==> src/core/fws_pkg.sv <==
package fws_pkg;
  // ==========================================================
  // widths and timing
  localparam int AW = 17;
  localparam int DW = 8;
  localparam int CW = 2;
  localparam int CLK_MHZ = 25;
  localparam int T_CLK_NS = 1000 / CLK_MHZ;
  localparam int T_WP_NS = 35;
  localparam int T_ACC_NS = 70;
  localparam int WP_CYC = (T_WP_NS + T_CLK_NS - 1) / T_CLK_NS;
  localparam int ACC_CYC = (T_ACC_NS + T_CLK_NS - 1) / T_CLK_NS;
  // ==========================================================
  // status bit positions on the data bus
  localparam int BIT_POLL = 7;
  localparam int BIT_TOG = 6;
  localparam int BIT_FAIL = 5;
  localparam int BIT_WIN = 3;
  localparam int BIT_STOG = 2;
  // ==========================================================
  // command addresses and codes
  localparam logic [AW-1:0] ADDR_UNLOCK1 = 17'h0_5555;
  localparam logic [AW-1:0] ADDR_UNLOCK2 = 17'h0_2aaa;
  localparam logic [DW-1:0] CMD_UNLOCK1 = 8'haa;
  localparam logic [DW-1:0] CMD_UNLOCK2 = 8'h55;
  localparam logic [DW-1:0] CMD_PROG = 8'ha0;
  localparam logic [DW-1:0] CMD_ERASE = 8'h80;
  localparam logic [DW-1:0] CMD_SECT = 8'h30;
  localparam logic [DW-1:0] CMD_CHIP = 8'h10;
  localparam logic [DW-1:0] CMD_SUSPEND = 8'hb0;
  localparam logic [DW-1:0] CMD_RESUME = 8'h30;
  localparam logic [DW-1:0] CMD_RESET = 8'hf0;
  // sequence lengths in bus writes
  localparam logic [2:0] SEQ_LEN_PROG = 3'h4;
  localparam logic [2:0] SEQ_LEN_ERASE = 3'h6;
  localparam logic [2:0] SEQ_LEN_ONE = 3'h1;
  // ==========================================================
  // user operations and answers
  typedef enum logic [3:0] {
    OP_READ, OP_PROG, OP_SECT, OP_ADD, OP_CHIP,
    OP_WAIT, OP_SUSPEND, OP_RESUME, OP_RESET
  } fws_op_e;
  typedef enum logic [1:0] {RSP_OK, RSP_FAIL, RSP_REJECT} fws_rsp_e;
endpackage : fws_pkg

==> src/core/fws_cyc_if.sv <==
`timescale 1ns/1ps
`default_nettype none
// ============================================================
// one flash bus cycle: request from sequencer, answer from engine
interface fws_cyc_if;
  logic req;
  logic wr;
  logic [fws_pkg::AW-1:0] addr;
  logic [fws_pkg::DW-1:0] wdata;
  logic [fws_pkg::DW-1:0] rdata;
  logic done;
  modport master (output req, wr, addr, wdata, input rdata, done);
  modport engine (input req, wr, addr, wdata, output rdata, done);
endinterface : fws_cyc_if
`default_nettype wire

==> src/core/fws_cyc_engine.sv <==
`timescale 1ns/1ps
`default_nettype none
// ============================================================
// single read or write cycle on the flash pins
module fws_cyc_engine (
  // clock and reset
  input wire logic clk,
  input wire logic rst,
  // sequencer side
  fws_cyc_if.engine cyc,
  // flash pins
  output logic [fws_pkg::AW-1:0] flash_addr,
  input wire logic [fws_pkg::DW-1:0] flash_dq_in,
  output logic [fws_pkg::DW-1:0] flash_dq_out,
  output logic flash_dq_oe_n,
  output logic flash_ce_n,
  output logic flash_oe_n,
  output logic flash_we_n
);
  import fws_pkg::*;

  typedef enum logic [1:0] {E_IDLE, E_STROBE, E_RECOV} fws_eng_e;
  typedef struct packed {
    fws_eng_e state;
    logic [CW-1:0] cnt;
    logic [AW-1:0] addr;
    logic [DW-1:0] wdata;
    logic [DW-1:0] rdata;
    logic done;
    logic ce_n;
    logic oe_n;
    logic we_n;
    logic dq_oe_n;
  } fws_eng_s;

  fws_eng_s r_reg;
  fws_eng_s r_next;

  // ==========================================================
  // cycle sequencing
  always_comb
  begin
    r_next = r_reg;
    r_next.done = 1'b0;
    unique case (r_reg.state)
      E_IDLE:
        if (cyc.req)
        begin
          r_next.addr = cyc.addr;
          r_next.wdata = cyc.wdata;
          r_next.ce_n = 1'b0;
          r_next.we_n = !cyc.wr;
          r_next.oe_n = cyc.wr;
          r_next.dq_oe_n = !cyc.wr; // drive only on writes
          r_next.cnt = cyc.wr ? CW'(WP_CYC - 1) : CW'(ACC_CYC - 1);
          r_next.state = E_STROBE;
        end
      E_STROBE:
        if (r_reg.cnt == '0)
        begin
          r_next.rdata = flash_dq_in; // sample at end of access
          r_next.we_n = 1'b1;
          r_next.oe_n = 1'b1;
          r_next.state = E_RECOV;
        end
        else
          r_next.cnt = r_reg.cnt - 1'b1;
      E_RECOV:
      begin
        r_next.ce_n = 1'b1;
        r_next.dq_oe_n = 1'b1;
        r_next.done = 1'b1;
        r_next.state = E_IDLE;
      end
    endcase
  end

  // state register
  always_ff @(posedge clk)
  begin
    if (rst)
    begin
      r_reg <= '0;
      r_reg.state <= E_IDLE;
      r_reg.ce_n <= 1'b1;
      r_reg.oe_n <= 1'b1;
      r_reg.we_n <= 1'b1;
      r_reg.dq_oe_n <= 1'b1;
    end
    else
      r_reg <= r_next;
  end

  // outputs straight from flops
  assign flash_addr = r_reg.addr;
  assign flash_dq_out = r_reg.wdata;
  assign flash_dq_oe_n = r_reg.dq_oe_n;
  assign flash_ce_n = r_reg.ce_n;
  assign flash_oe_n = r_reg.oe_n;
  assign flash_we_n = r_reg.we_n;
  assign cyc.rdata = r_reg.rdata;
  assign cyc.done = r_reg.done;
endmodule : fws_cyc_engine
`default_nettype wire

==> src/core/fws_host.sv <==
`timescale 1ns/1ps
`default_nettype none
// ============================================================
// host sequencer: command writes, status polling, answers
module fws_host (
  // clock and reset
  input wire logic clk,
  input wire logic rst,
  // user command
  input wire logic cmd_valid,
  input wire fws_pkg::fws_op_e cmd_op,
  input wire logic [fws_pkg::AW-1:0] cmd_addr,
  input wire logic [fws_pkg::DW-1:0] cmd_data,
  output logic cmd_ready,
  // user response
  output logic rsp_valid,
  output fws_pkg::fws_rsp_e rsp_code,
  output logic [fws_pkg::DW-1:0] rsp_data,
  output logic erase_window_open,
  output logic erase_suspended,
  // flash pins
  output logic [fws_pkg::AW-1:0] flash_addr,
  input wire logic [fws_pkg::DW-1:0] flash_dq_in,
  output logic [fws_pkg::DW-1:0] flash_dq_out,
  output logic flash_dq_oe_n,
  output logic flash_ce_n,
  output logic flash_oe_n,
  output logic flash_we_n
);
  import fws_pkg::*;

  typedef enum logic [2:0] {
    M_IDLE, M_WRITE, M_READ, M_PRE, M_POST, M_POLL_A, M_POLL_B, M_RESET
  } fws_st_e;
  typedef struct packed {
    fws_st_e state;
    fws_op_e op;
    logic [AW-1:0] op_addr;
    logic [DW-1:0] op_data;
    logic [2:0] step;
    logic issued;
    logic req;
    logic wr;
    logic [AW-1:0] addr;
    logic [DW-1:0] wdata;
    logic [DW-1:0] first;
    logic fail_seen;
    logic pre_ok;
    logic [DW-1:0] last_cmd;
    logic cmd_ready;
    logic rsp_valid;
    fws_rsp_e rsp_code;
    logic [DW-1:0] rsp_data;
    logic window_open;
    logic suspended;
  } fws_host_s;

  fws_host_s r_reg;
  fws_host_s r_next;
  fws_cyc_if cyc ();
  logic toggling;

  // ==========================================================
  // command sequence tables
  function automatic logic [2:0] seq_len(input fws_op_e op);
    unique case (op)
      OP_PROG: seq_len = SEQ_LEN_PROG;
      OP_SECT, OP_CHIP: seq_len = SEQ_LEN_ERASE;
      default: seq_len = SEQ_LEN_ONE;
    endcase
  endfunction : seq_len

  function automatic logic [AW+DW-1:0] seq_word(input fws_op_e op,
    input logic [2:0] step, input logic [AW-1:0] a, input logic [DW-1:0] d);
    logic er;
    er = (op == OP_SECT);
    unique case (op)
      OP_ADD: seq_word = {a, CMD_SECT};
      OP_SUSPEND: seq_word = {a, CMD_SUSPEND};
      OP_RESUME: seq_word = {a, CMD_RESUME};
      OP_RESET: seq_word = {ADDR_UNLOCK1, CMD_RESET};
      default:
        unique case (step)
          3'h0, 3'h3: seq_word = (op == OP_PROG && step == 3'h3) ?
            {a, d} : {ADDR_UNLOCK1, CMD_UNLOCK1};
          3'h1, 3'h4: seq_word = {ADDR_UNLOCK2, CMD_UNLOCK2};
          3'h2: seq_word = {ADDR_UNLOCK1,
            (op == OP_PROG) ? CMD_PROG : CMD_ERASE};
          default: seq_word = er ? {a, CMD_SECT} : {ADDR_UNLOCK1, CMD_CHIP};
        endcase
    endcase
  endfunction : seq_word

  // busy bit changed between the two poll reads
  assign toggling = r_reg.first[BIT_TOG] ^ cyc.rdata[BIT_TOG];

  // ==========================================================
  // sequencer
  always_comb
  begin
    r_next = r_reg;
    r_next.req = 1'b0;
    r_next.rsp_valid = 1'b0;
    unique case (r_reg.state)
      M_IDLE:
        if (cmd_valid)
        begin
          r_next.op = cmd_op;
          r_next.op_addr = cmd_addr;
          r_next.op_data = cmd_data;
          r_next.step = 3'h0;
          r_next.fail_seen = 1'b0;
          r_next.pre_ok = 1'b0;
          r_next.cmd_ready = 1'b0;
          unique case (cmd_op)
            OP_READ: r_next.state = M_READ;
            OP_WAIT: r_next.state = M_POLL_A;
            OP_ADD: r_next.state = M_PRE;
            default: r_next.state = M_WRITE;
          endcase
        end
      M_WRITE:
        if (!r_reg.issued)
        begin
          {r_next.addr, r_next.wdata} = seq_word(r_reg.op, r_reg.step,
            r_reg.op_addr, r_reg.op_data);
          r_next.req = 1'b1;
          r_next.wr = 1'b1;
          r_next.issued = 1'b1;
          r_next.last_cmd = r_next.wdata;
        end
        else if (cyc.done)
        begin
          r_next.issued = 1'b0;
          r_next.step = r_reg.step + 3'h1;
          if (r_reg.step == seq_len(r_reg.op) - 3'h1)
          begin
            r_next.step = 3'h0;
            unique case (r_reg.op)
              OP_ADD: r_next.state = M_POST;
              OP_RESUME, OP_RESET:
              begin
                r_next.suspended = 1'b0;
                r_next.rsp_valid = 1'b1;
                r_next.rsp_code = RSP_OK;
                r_next.rsp_data = '0;
                r_next.cmd_ready = 1'b1;
                r_next.state = M_IDLE;
              end
              default: r_next.state = M_POLL_A;
            endcase
          end
        end
      M_READ, M_PRE, M_POST, M_POLL_A, M_POLL_B:
        if (!r_reg.issued)
        begin
          r_next.req = 1'b1;
          r_next.wr = 1'b0;
          r_next.addr = r_reg.op_addr;
          r_next.issued = 1'b1;
        end
        else if (cyc.done)
        begin
          r_next.issued = 1'b0;
          r_next.rsp_data = cyc.rdata;
          r_next.rsp_code = RSP_OK;
          r_next.rsp_valid = 1'b1;
          r_next.cmd_ready = 1'b1;
          r_next.state = M_IDLE;
          unique case (r_reg.state)
            M_PRE:
            begin
              r_next.window_open = !cyc.rdata[BIT_WIN];
              if (cyc.rdata[BIT_WIN])
                r_next.rsp_code = RSP_REJECT;
              else
              begin
                r_next.pre_ok = 1'b1;
                r_next.rsp_valid = 1'b0;
                r_next.cmd_ready = 1'b0;
                r_next.state = M_WRITE;
              end
            end
            M_POST:
            begin
              r_next.window_open = !cyc.rdata[BIT_WIN];
              if (cyc.rdata[BIT_WIN])
                r_next.rsp_code = RSP_REJECT;
            end
            M_POLL_A:
            begin
              r_next.first = cyc.rdata;
              r_next.rsp_valid = 1'b0;
              r_next.cmd_ready = 1'b0;
              r_next.state = M_POLL_B;
            end
            M_POLL_B:
              if (r_reg.op == OP_SECT)
                r_next.window_open = !cyc.rdata[BIT_WIN];
              else if (!toggling)
              begin
                if (r_reg.op == OP_SUSPEND)
                  r_next.suspended = 1'b1;
                else
                  r_next.window_open = 1'b0;
              end
              else
              begin
                r_next.rsp_valid = 1'b0;
                r_next.cmd_ready = 1'b0;
                r_next.fail_seen = cyc.rdata[BIT_FAIL];
                r_next.state = r_reg.fail_seen ? M_RESET : M_POLL_A;
              end
            default:
            begin
            end
          endcase
        end
      M_RESET:
        if (!r_reg.issued)
        begin
          r_next.addr = ADDR_UNLOCK1;
          r_next.wdata = CMD_RESET;
          r_next.last_cmd = CMD_RESET;
          r_next.req = 1'b1;
          r_next.wr = 1'b1;
          r_next.issued = 1'b1;
        end
        else if (cyc.done)
        begin
          r_next.issued = 1'b0;
          r_next.window_open = 1'b0;
          r_next.rsp_valid = 1'b1;
          r_next.rsp_code = RSP_FAIL;
          r_next.cmd_ready = 1'b1;
          r_next.state = M_IDLE;
        end
    endcase
  end

  // state register
  always_ff @(posedge clk)
  begin
    if (rst)
    begin
      r_reg <= '0;
      r_reg.state <= M_IDLE;
      r_reg.cmd_ready <= 1'b1;
    end
    else
      r_reg <= r_next;
  end

  // link to the cycle engine
  assign cyc.req = r_reg.req;
  assign cyc.wr = r_reg.wr;
  assign cyc.addr = r_reg.addr;
  assign cyc.wdata = r_reg.wdata;

  // user outputs from flops
  assign cmd_ready = r_reg.cmd_ready;
  assign rsp_valid = r_reg.rsp_valid;
  assign rsp_code = r_reg.rsp_code;
  assign rsp_data = r_reg.rsp_data;
  assign erase_window_open = r_reg.window_open;
  assign erase_suspended = r_reg.suspended;

  fws_cyc_engine u_engine (
    .clk(clk),
    .rst(rst),
    .cyc(cyc),
    .flash_addr(flash_addr),
    .flash_dq_in(flash_dq_in),
    .flash_dq_out(flash_dq_out),
    .flash_dq_oe_n(flash_dq_oe_n),
    .flash_ce_n(flash_ce_n),
    .flash_oe_n(flash_oe_n),
    .flash_we_n(flash_we_n)
  );
endmodule : fws_host
`default_nettype wire

==> config.mk <==
export PLATFORM = sky130hd
export DESIGN_NAME = fws_host
export DESIGN_NICKNAME = d
export VERILOG_FILES = /design/src/core/fws_pkg.sv /design/src/core/fws_cyc_if.sv /design/src/core/fws_cyc_engine.sv /design/src/core/fws_host.sv
export SDC_FILE = /design/constraint.sdc
export NUM_CORES = 1
export LEC_CHECK = 0
export BUFFER_PORTS_ARGS = -buffer_cell sky130_fd_sc_hd__buf_2
export CORE_ASPECT_RATIO = 2
export CORE_MARGIN = 2
export CORE_UTILIZATION = 61
export DETAILED_ROUTE_END_ITERATION = 8
export MAX_ROUTING_LAYER = met4
export PLACE_DENSITY_LB_ADDON = 0.25
export SYNTH_ARGS = -nofsm -noshare
export SYNTH_HDL_FRONTEND = slang
export SYNTH_SLANG_ARGS = --single-unit
==> constraint.sdc <==
create_clock -name clk -period 4 [get_ports clk]
set_input_delay 0.8 -clock clk [delete_from_list [all_inputs] [get_ports clk]]
set_output_delay 0.8 -clock clk [all_outputs]
set_load 0.01 [all_outputs]
-- After elaboration in Yosys (flattened, before gate mapping)
Cells that the tools add are included.
- add/subtract/negate cells: 3
- equality and inequality tests: 46
- multiplexer cells: 91
- bitwise logic cells: 1
- reduce and logical (&&, ||, !) cells: 41
- operator list (cell ; count):
    $pmux W25 S3 ; 2
    $pmux W20 S3 ; 1
    $mux W27 ; 2
    $mux W25 ; 2
    $mux W12 ; 4
    $mux W3 ; 14
    $mux W35 ; 1
    $pmux W8 S2 ; 2
    $ne A2 B2 Y1 const B ; 15
    $mux W29 ; 1
    $mux W14 ; 2
    $pmux W3 S3 ; 3
    $mux W2 ; 13
    $mux W1 ; 23
    $mux W19 ; 1
    $pmux W3 S2 ; 3
    $reduce_and A9 Y1 ; 2
    $eq A4 B3 Y1 const B ; 4
    $mux W4 ; 4
    $reduce_and A8 Y1 ; 2
    $eq A3 B3 Y1 const B ; 5
    $reduce_and A7 Y1 ; 2
    $reduce_bool A2 Y1 ; 7
    $eq A3 B2 Y1 const B ; 4
    other kinds (32) ; 63
- register bits after elaboration: 128
- input port bits: 40

-- Logic depth before layout (Yosys ltp)
Gate-level depths: netlist (run 1).
- word-level depth: 12
- depth in mapped cells: 10

-- Hierarchy
Synthesis (run 1) repeated with hierarchy kept, for this count alone.
- cells, all modules: 687
- area, all modules: 5671.7 um2
- by module, submodules not included (module ; instances ; cells an instance ; area each (um2) ; seq. area each (um2)):
    fws_host ; 1 ; 450 ; 3764.9 ; 1581.5
    fws_cyc_engine ; 1 ; 237 ; 1906.8 ; 840.8

-- Least setup slack after synthesis (run 1)
Ideal clock, no wire load.
- kind: register to register
- from: register r_reg[90] (netlist name)
- to: register, netlist name cmd_ready
- setup time: 0.120 ns
- arrival time: 1.816 ns
- slack: 2.064 ns
- stages on the path, launching flop included: 9
- buffers on the path: 2
- path through: dfxtp_1 > buf_6 > buf_4 > nor3b_1 > a22oi_1 > o311ai_2 > o21ai_2 > or4_1 > a211o_1
- cells in the longest elaborated chain, start to end: 10
- elaborated cells between the ends (all ways): 21
- classes of those cells: 1 x add/sub; 8 x eq/ne; 9 x mux; 3 x reduce/logical
- ends and longest elaborated chain (item ; line ; RTL):
    start: declaration ; fws_host.sv:58 ; fws_host_s r_reg;
    start signal: assignment ; fws_host.sv:251 ; r_reg <= r_next;
    $eq A4 B2 Y1 / $eq A4 B3 Y1 (equally long branches) ; fws_host.sv:66, fws_host.sv:198 ;
    $reduce_or A2 Y1 ; fws_host.sv:66 ; unique case (op)
    $pmux W3 S2 ; fws_host.sv:66 ;
    $mux W3 ; fws_host.sv:132 ; else if (cyc.done)
    $mux W3 ; fws_host.sv:123 ; if (!r_reg.issued)
    $mux W3 ; fws_host.sv:104 ; unique case (r_reg.state)
    $sub A3 B1 Y3 ; fws_host.sv:136 ; if (r_reg.step == seq_len(r_reg.op) - 3'h1)
    $eq A3 B3 Y1 ; fws_host.sv:136 ;
    $ne A2 B2 Y1 (no line) ; -- ;
    $reduce_and A9 Y1 (no line) ; -- ;
Several ways; a longest one is shown, not always the timed one. The select of a mux whose other input is x is not followed.
A chain may end at the register's enable or synchronous reset.

-- Worst setup path after layout (run 1)
- from: register r_reg[92] (netlist name)
- to: register r_reg[93] (netlist name)
- cells in the longest elaborated chain, start to end: 5
- elaborated cells between the ends (all ways): 22
- classes of those cells: 15 x eq/ne; 4 x mux; 3 x reduce/logical
- ends and longest elaborated chain (item ; line ; RTL):
    $eq A3 B3 Y1 / $eq A3 B2 Y1 (equally long branches) ; fws_host.sv:104, fws_host.sv:170 ;
    $pmux W3 S3 ; fws_host.sv:170 ; unique case (r_reg.state)
    $mux W3 ; fws_host.sv:162 ; else if (cyc.done)
    $mux W3 ; fws_host.sv:155 ; if (!r_reg.issued)
    $pmux W3 S4 ; fws_host.sv:104 ;
Several ways; a longest one is shown, not always the timed one. The select of a mux whose other input is x is not followed.

==> qor.csv, run 1 <==
stage,metric,value,unit
run,Max-cap violations,0,
sta,Final Hold Fails,0,
yosys,Simple-Gate Fraction of Synth Area,0.233,
critical_path,Worst Path Required,4.27,ns
critical_path,CP startpoint kind,flip-flop,
critical_path,Crit. End Element,flip-flop,
finish,max FFs per register,38,
finish,NumNets Final,813,
finish,"commonest non-fill, non-tap cell in the layout",nand2_1,
sta,Final Max Slew Viols,0,
drt,Routed WL,14500,um
yosys,unique cell type count in the Yosys netlist,63,
yosys,"Cell Area, Synth",5720,um^2
yosys,post-synth top area cell,dfxtp_1,
cts,TritonCTS Buffers,17,
critical_path,crit path DAT,2.99,ns
global_routing,initial antenna violation count,0,
worst_hold_path,HP Start,u_engine.flash_dq_out[1],
placed_design,gpl congestion,1.02,
sta,Setup-failing EPs final,0,
yosys,YS warnings,0,
run_status,status,"complete, no violations",
finish,"commonest non-fill, non-tap cells in the layout","nand2_1, dfxtp_1, a21oi_1",
drt,drt wl/cell,16.5,um
finish,Filler cells,767,
finish,number of diodes,0,
global_routing,gr usage total,0.299,
drt,DR DRC count,0,
yosys,Syn Nets,791,
global_routing,vias in the first global route,5039,
worst_hold_path,worst min path class,reg2reg,
yosys,synthesized area per cell,7.71,um^2
yosys,sequential area share after synthesis,0.424,
placed_design,placed wire-length estimate,10200,um
yosys,adder-cell area share of the yosys netlist,0.0197,
drt,total number of vias,5244,
yosys,Yosys top cell area share,0.424,
cts,CTS Hold Buffers Added,0,
floorplanning,Std-Cell Rows,50,
global_routing,gr ovfl total,0,
yosys,post-synthesis mux area share,0.0144,
cts,H-tree depth,4,
yosys,post-synthesis cell count,742,
placed_design,port buffer count,82,
cts,clock-pin slew on the worst setup and hold paths,0.05,ns
yosys,largest family of logic cells by synthesized area,simple AND/OR/NAND/NOR gates,
floorplanning,width of the die,72.5,um
cts,CTS tree,done,
yosys,compound-gate portion of the synthesized area,0.211,
drt,Final ANT Viol Nets,0,
cts,clock sink count,121,
yosys,ys flop type,dfxtp_1,
pwr,Leak Pwr,0.00248,uW
sta,RSZ-0062 raised after global routing,no,
sta,Tmin final,2.71,ns
sta,Tcrit/Tclk final,0.678,
pwr,Power per Cell Area,552,nW/um^2
cts,maximum clock path buffer count,2,
sta,final setup TNS,0,ns
drt,Via-to-Cell Ratio,5.95,
global_routing,first-pass GRT wire length,23400,um
floorplanning,I/O pins,83,
critical_path,beginning of the critical path,r_reg[92],
cts,worst skew pair latency,0.41,ns
drt,DR pass1 iterations,5,
pwr,Peak VDD IR,0.322,mV
sta,skew final,0.00673,ns
floorplanning,Core Footprint,9260,um^2
yosys,Synth area leaders,"dfxtp_1, nand2_1, a21oi_1, buf_4, nor2_1",
sta,hold slack,0.452,ns
finish,layout cells sized above 1,0.170,
yosys,number of synthesized flops with an enable pin,0,
cts,Clk Tree Root Cell,clkbuf_16,
floorplanning,Starting Density,0.618,
cts,post-CTS setup buffer count,0,
critical_path,Crit Reg-Reg Startpoint,r_reg[92],
global_routing,pin count of the biggest net entering global routing,81,
sta,Slew @ Worst Pin,0.937,ns
yosys,XOR/XNOR Fraction of Synth Area,0.00613,
yosys,synthesized flop and latch total,121,
critical_path,Worst Path Max Fanout,16,
finish,Syn-to-layout area delta,12.4,%
pwr,total power,3550,uW
drt,First DRT Iteration DRCs,402,
cts,Resized Gates After CTS,0,
critical_path,CP Class,reg2reg,
sta,max-slew headroom at the worst pin,0.375,
floorplanning,die height,141,um
floorplanning,die area,10200,um^2
sta,Max Freq,369,MHz
yosys,async set-or-reset flop fraction in the synthesized netlist,0,
layer usage:
layer | vias up | routed length (um) | track usage
met3 | 54 | 649 | 0.0515
met5 | - | 0 | -
met4 | 0 | 680 | 0.153
met1 | 2449 | 5290 | 0.310
met2 | 188 | 7920 | 0.526
li1 | 2553 | - | -
cell families (layout without fill, tap and decap cells):
family                     count (synthesis)  count (layout)
AOI/OAI and AO/OA                        202             202
xor gates and xnor gates                   4               4
adders and majority gates                  9               9
buffers and inverters                     96             131
DFF                                      121             121
muxes                                      8               8
and+or+nand+nor                          302             302
layout make-up:
type | count | area, um^2 | share of cell area
clock buffers | 21 | 450 | 0.0701
clock inverters | 11 | 171 | 0.0267
inverters | 14 | 52.6 | 0.00817
multi-input cells | 525 | 2770 | 0.430
flip-flops and latches | 121 | 2420 | 0.377
well taps | 104 | 130 | 0.0202
repair buffers | 85 | 435 | 0.0677
critical path, stage by stage (launching register included):
cell     delay (ns)
dfxtp_1        0.50
nor3_2         0.60
nand2_1        0.51
buf_4          0.36
o21ai_0        0.14
o21ai_0        0.28
mux2i_1        0.17
metrics by stage:
stage                util  std cells  instance area (um^2)  setup slack [ns]
finish              0.694        881                  6430              1.29
global route        0.694        881                  6430              1.15
CTS                 0.694        881                  6430              1.33
detailed placement  0.627        849                  5810              1.35
global placement    0.627        849                  5810              1.36
floorplan               -        742                  5720              2.06
power by group:
part,switching [uW],total (uW),internal (uW)
combinational,361,554,193
sequential,95.8,1400,1300
clock,535,1590,1060
total,992,3550,2550
synth_stat cells (3+ instances only):
library cell / n
a211oi_1: 17
a21o_1: 6
a21oi_1: 99
a2bb2oi_1: 3
a31oi_1: 4
a32oi_1: 3
and3_1: 3
buf_2: 5
buf_4: 39
clkbuf_1: 34
dfxtp_1: 121
ha_1: 9
inv_1: 12
mux2i_1: 6
nand2_1: 166
nand2b_1: 8
nand3_1: 23
nor2_1: 61
nor2b_1: 5
nor3_1: 12
nor4_1: 4
o21ai_0: 41
o21bai_1: 4
o22ai_1: 3
o32ai_1: 3
worst paths after layout:
check | end | slack (ns) | depth (start not counted)
setup reg to reg | r_reg[93] | 1.29 | 6
setup / recovery | r_reg[93] | 1.29 | 6
hold / removal | u_engine.flash_dq_out[1] | 0.45 | 2
hold reg to reg | u_engine.flash_dq_out[1] | 0.45 | 2
(Power assumes the default switching activity.)
==> run 2: changes to the inputs <==
- CORE_UTILIZATION: 61 -> 52
- clock period: 4 -> 2.2 ns (I/O delays scaled with it)
==> run 2 against run 1 <==
Power rose by 84%. Sequential share of layout area fell by 2.2 points. First-iteration DRC count fell by 21%. Largest cell class unchanged. Utilization fell by 6.1 points. Hold slack got worse by 0.18 ns. Die area rose by 17%. Combinational power rose by 110%. Count of clock-buffer cells in the layout fell by 2.
==> qor.csv, run 2 (synthesized netlist as in run 1, its figures left out) <==
stage,metric,value,unit
run_status,status,"complete, no violations",
drt,drt wl/cell,15.8,um
sta,final setup TNS,0,ns
cts,maximum clock path buffer count,2,
cts,CTS Hold Buffers Added,0,
cts,H-tree depth,4,
drt,DR pass1 iterations,5,
floorplanning,Std-Cell Rows,54,
sta,Final Max Slew Viols,0,
cts,Clk Tree Root Cell,clkbuf_16,
drt,First DRT Iteration DRCs,316,
worst_hold_path,HP Start,cmd_data[5],
finish,Syn-to-layout area delta,19.7,%
run,Max-cap violations,0,
finish,max FFs per register,38,
critical_path,delay of the slowest critical-path stage,0.49,ns
pwr,Leak Pwr,0.00272,uW
cts,worst skew pair latency,0.41,ns
global_routing,vias in the first global route,5176,
floorplanning,width of the die,78.2,um
global_routing,first-pass GRT wire length,24700,um
critical_path,CP Class,reg2reg,
finish,Sequential Area,2420,um^2
drt,Final ANT Viol Nets,0,
worst_hold_path,Hold Crit Depth,3,
pwr,combinational share of power,0.176,
placed_design,placed wire-length estimate,11200,um
cts,CTS tree,done,
floorplanning,I/O pins,83,
critical_path,crit path DAT,2.42,ns
sta,Max Freq,470,MHz
floorplanning,Starting Density,0.529,
sta,RSZ-0062 raised after global routing,yes,
critical_path,Worst Path Required,2.50,ns
sta,Tcrit/Tclk final,0.967,
finish,number of diodes,0,
sta,Setup-failing EPs final,0,
pwr,switching pwr,1900,uW
sta,Slew @ Worst Pin,0.959,ns
critical_path,worst-path cell chain,buf_4 > nor4_1 > o31a_1 > o21ai_2 > or4_1 > a211o_1,
critical_path,beginning of the critical path,r_reg[91],
pwr,internal power,4640,uW
critical_path,reg2reg end,cmd_ready,
sta,max-slew headroom at the worst pin,0.355,
floorplanning,die area,11900,um^2
critical_path,CP startpoint kind,flip-flop,
finish,Filler cells,999,
drt,total number of vias,5336,
global_routing,gr usage total,0.268,
critical_path,reg2reg setup slack,0.07,ns
cts,clock sink count,121,
drt,DR DRC count,0,
finish,NumNets Final,860,
critical_path,crit-path leading delay family,simple AND/OR/NAND/NOR gates,
finish,"commonest non-fill, non-tap cell in the layout",nand2_1,
pwr,Peak VDD IR,0.575,mV
drt,Routed WL,15200,um
critical_path,Crit Reg-Reg Startpoint,r_reg[91],
floorplanning,die height,152,um
critical_path,Crit. End Element,flip-flop,
worst_hold_path,Hold EP,r_reg[68],
critical_path,CP bufs+invs,1,
finish,"commonest non-fill, non-tap cells in the layout","nand2_1, dfxtp_1, a21oi_1",
cts,post-CTS setup buffer count,0,
global_routing,gr ovfl total,0,
cts,TritonCTS Buffers,17,
floorplanning,Core Footprint,10800,um^2
sta,Tmin final,2.13,ns
critical_path,reg2reg path depth,6,
placed_design,gpl congestion,0.937,
cts,Resized Gates After CTS,0,
placed_design,port buffer count,82,
finish,area of the multi-input gates,2770,um^2
worst_hold_path,worst min path class,in2reg,
drt,Via-to-Cell Ratio,5.54,
cts,clock-pin slew on the worst setup and hold paths,0.06,ns
pwr,sequential fraction of design power,0.385,
pwr,clock power share,0.438,
critical_path,Worst path slowest cell,or4_1,
pwr,switching share of power,0.290,
finish,layout cells sized above 1,0.222,
sta,Final Hold Fails,0,
sta,skew final,0.00654,ns
pwr,total power,6540,uW
global_routing,initial antenna violation count,0,
global_routing,pin count of the biggest net entering global routing,65,
pwr,Power per Cell Area,956,nW/um^2
critical_path,Worst Path Max Fanout,7,
==> run 2: power groups by stage <==
| stage | registers (uW) | logic (uW) | clock network (uW) |
|---|---|---|---|
| 2_1_floorplan | 2500 | 802 | 0 |
| 3_3_place_gp | 2560 | 1120 | 0 |
| 3_5_place_dp | 2560 | 1140 | 0 |
| 4_1_cts | 2520 | 1150 | 2900 |
| 5_1_grt | 2540 | 1280 | 3010 |
| 6_report | 2520 | 1150 | 2870 |
==> run 2: worst max path at each step <==
stage / endpoint / depth (start not counted) / slack, ns
after floorplan: cmd_ready / 8 / 0.26
after global placement: cmd_ready / 7 / 0.14
after detailed placement: cmd_ready / 6 / 0.09
after CTS: cmd_ready / 6 / 0.07
after global routing: cmd_ready / 6 / -0.03
final: cmd_ready / 6 / 0.07
==> run 2: stage by stage <==
stage / hold WS, ns / instances / utilization / worst slack, ns / cell area (um^2)
floorplan: 0.425 / 742 / - / 0.264 / 5720
global placement: 0.437 / 932 / 0.576 / 0.140 / 6230
detailed placement: 0.443 / 932 / 0.576 / 0.0883 / 6230
CTS: 0.257 / 964 / 0.633 / 0.0704 / 6840
global route: 0.263 / 964 / 0.633 / -0.0314 / 6840
finish: 0.271 / 964 / 0.633 / 0.0718 / 6840
==> run 2: layout make-up <==
class / count / area share
tap: 140 / 0.0256
inverter: 14 / 0.00768
clock inverter: 13 / 0.0245
timing repair buffer: 132 / 0.119
sequential: 121 / 0.354
clock buffer: 19 / 0.0647
multi-input combinational: 525 / 0.404
==> run 2: worst min-delay path, cell delays in order <==
cell and delay [ns]:
buf_2 0.09, nand2_1 0.04, a21oi_1 0.05
==> run 2: layer usage <==
layer,vias up,GRT usage,routed length (um)
met5,-,-,0
met4,0,0.112,450
met3,38,0.0468,533
met2,153,0.490,8420
met1,2503,0.275,5790
li1,2642,-,-
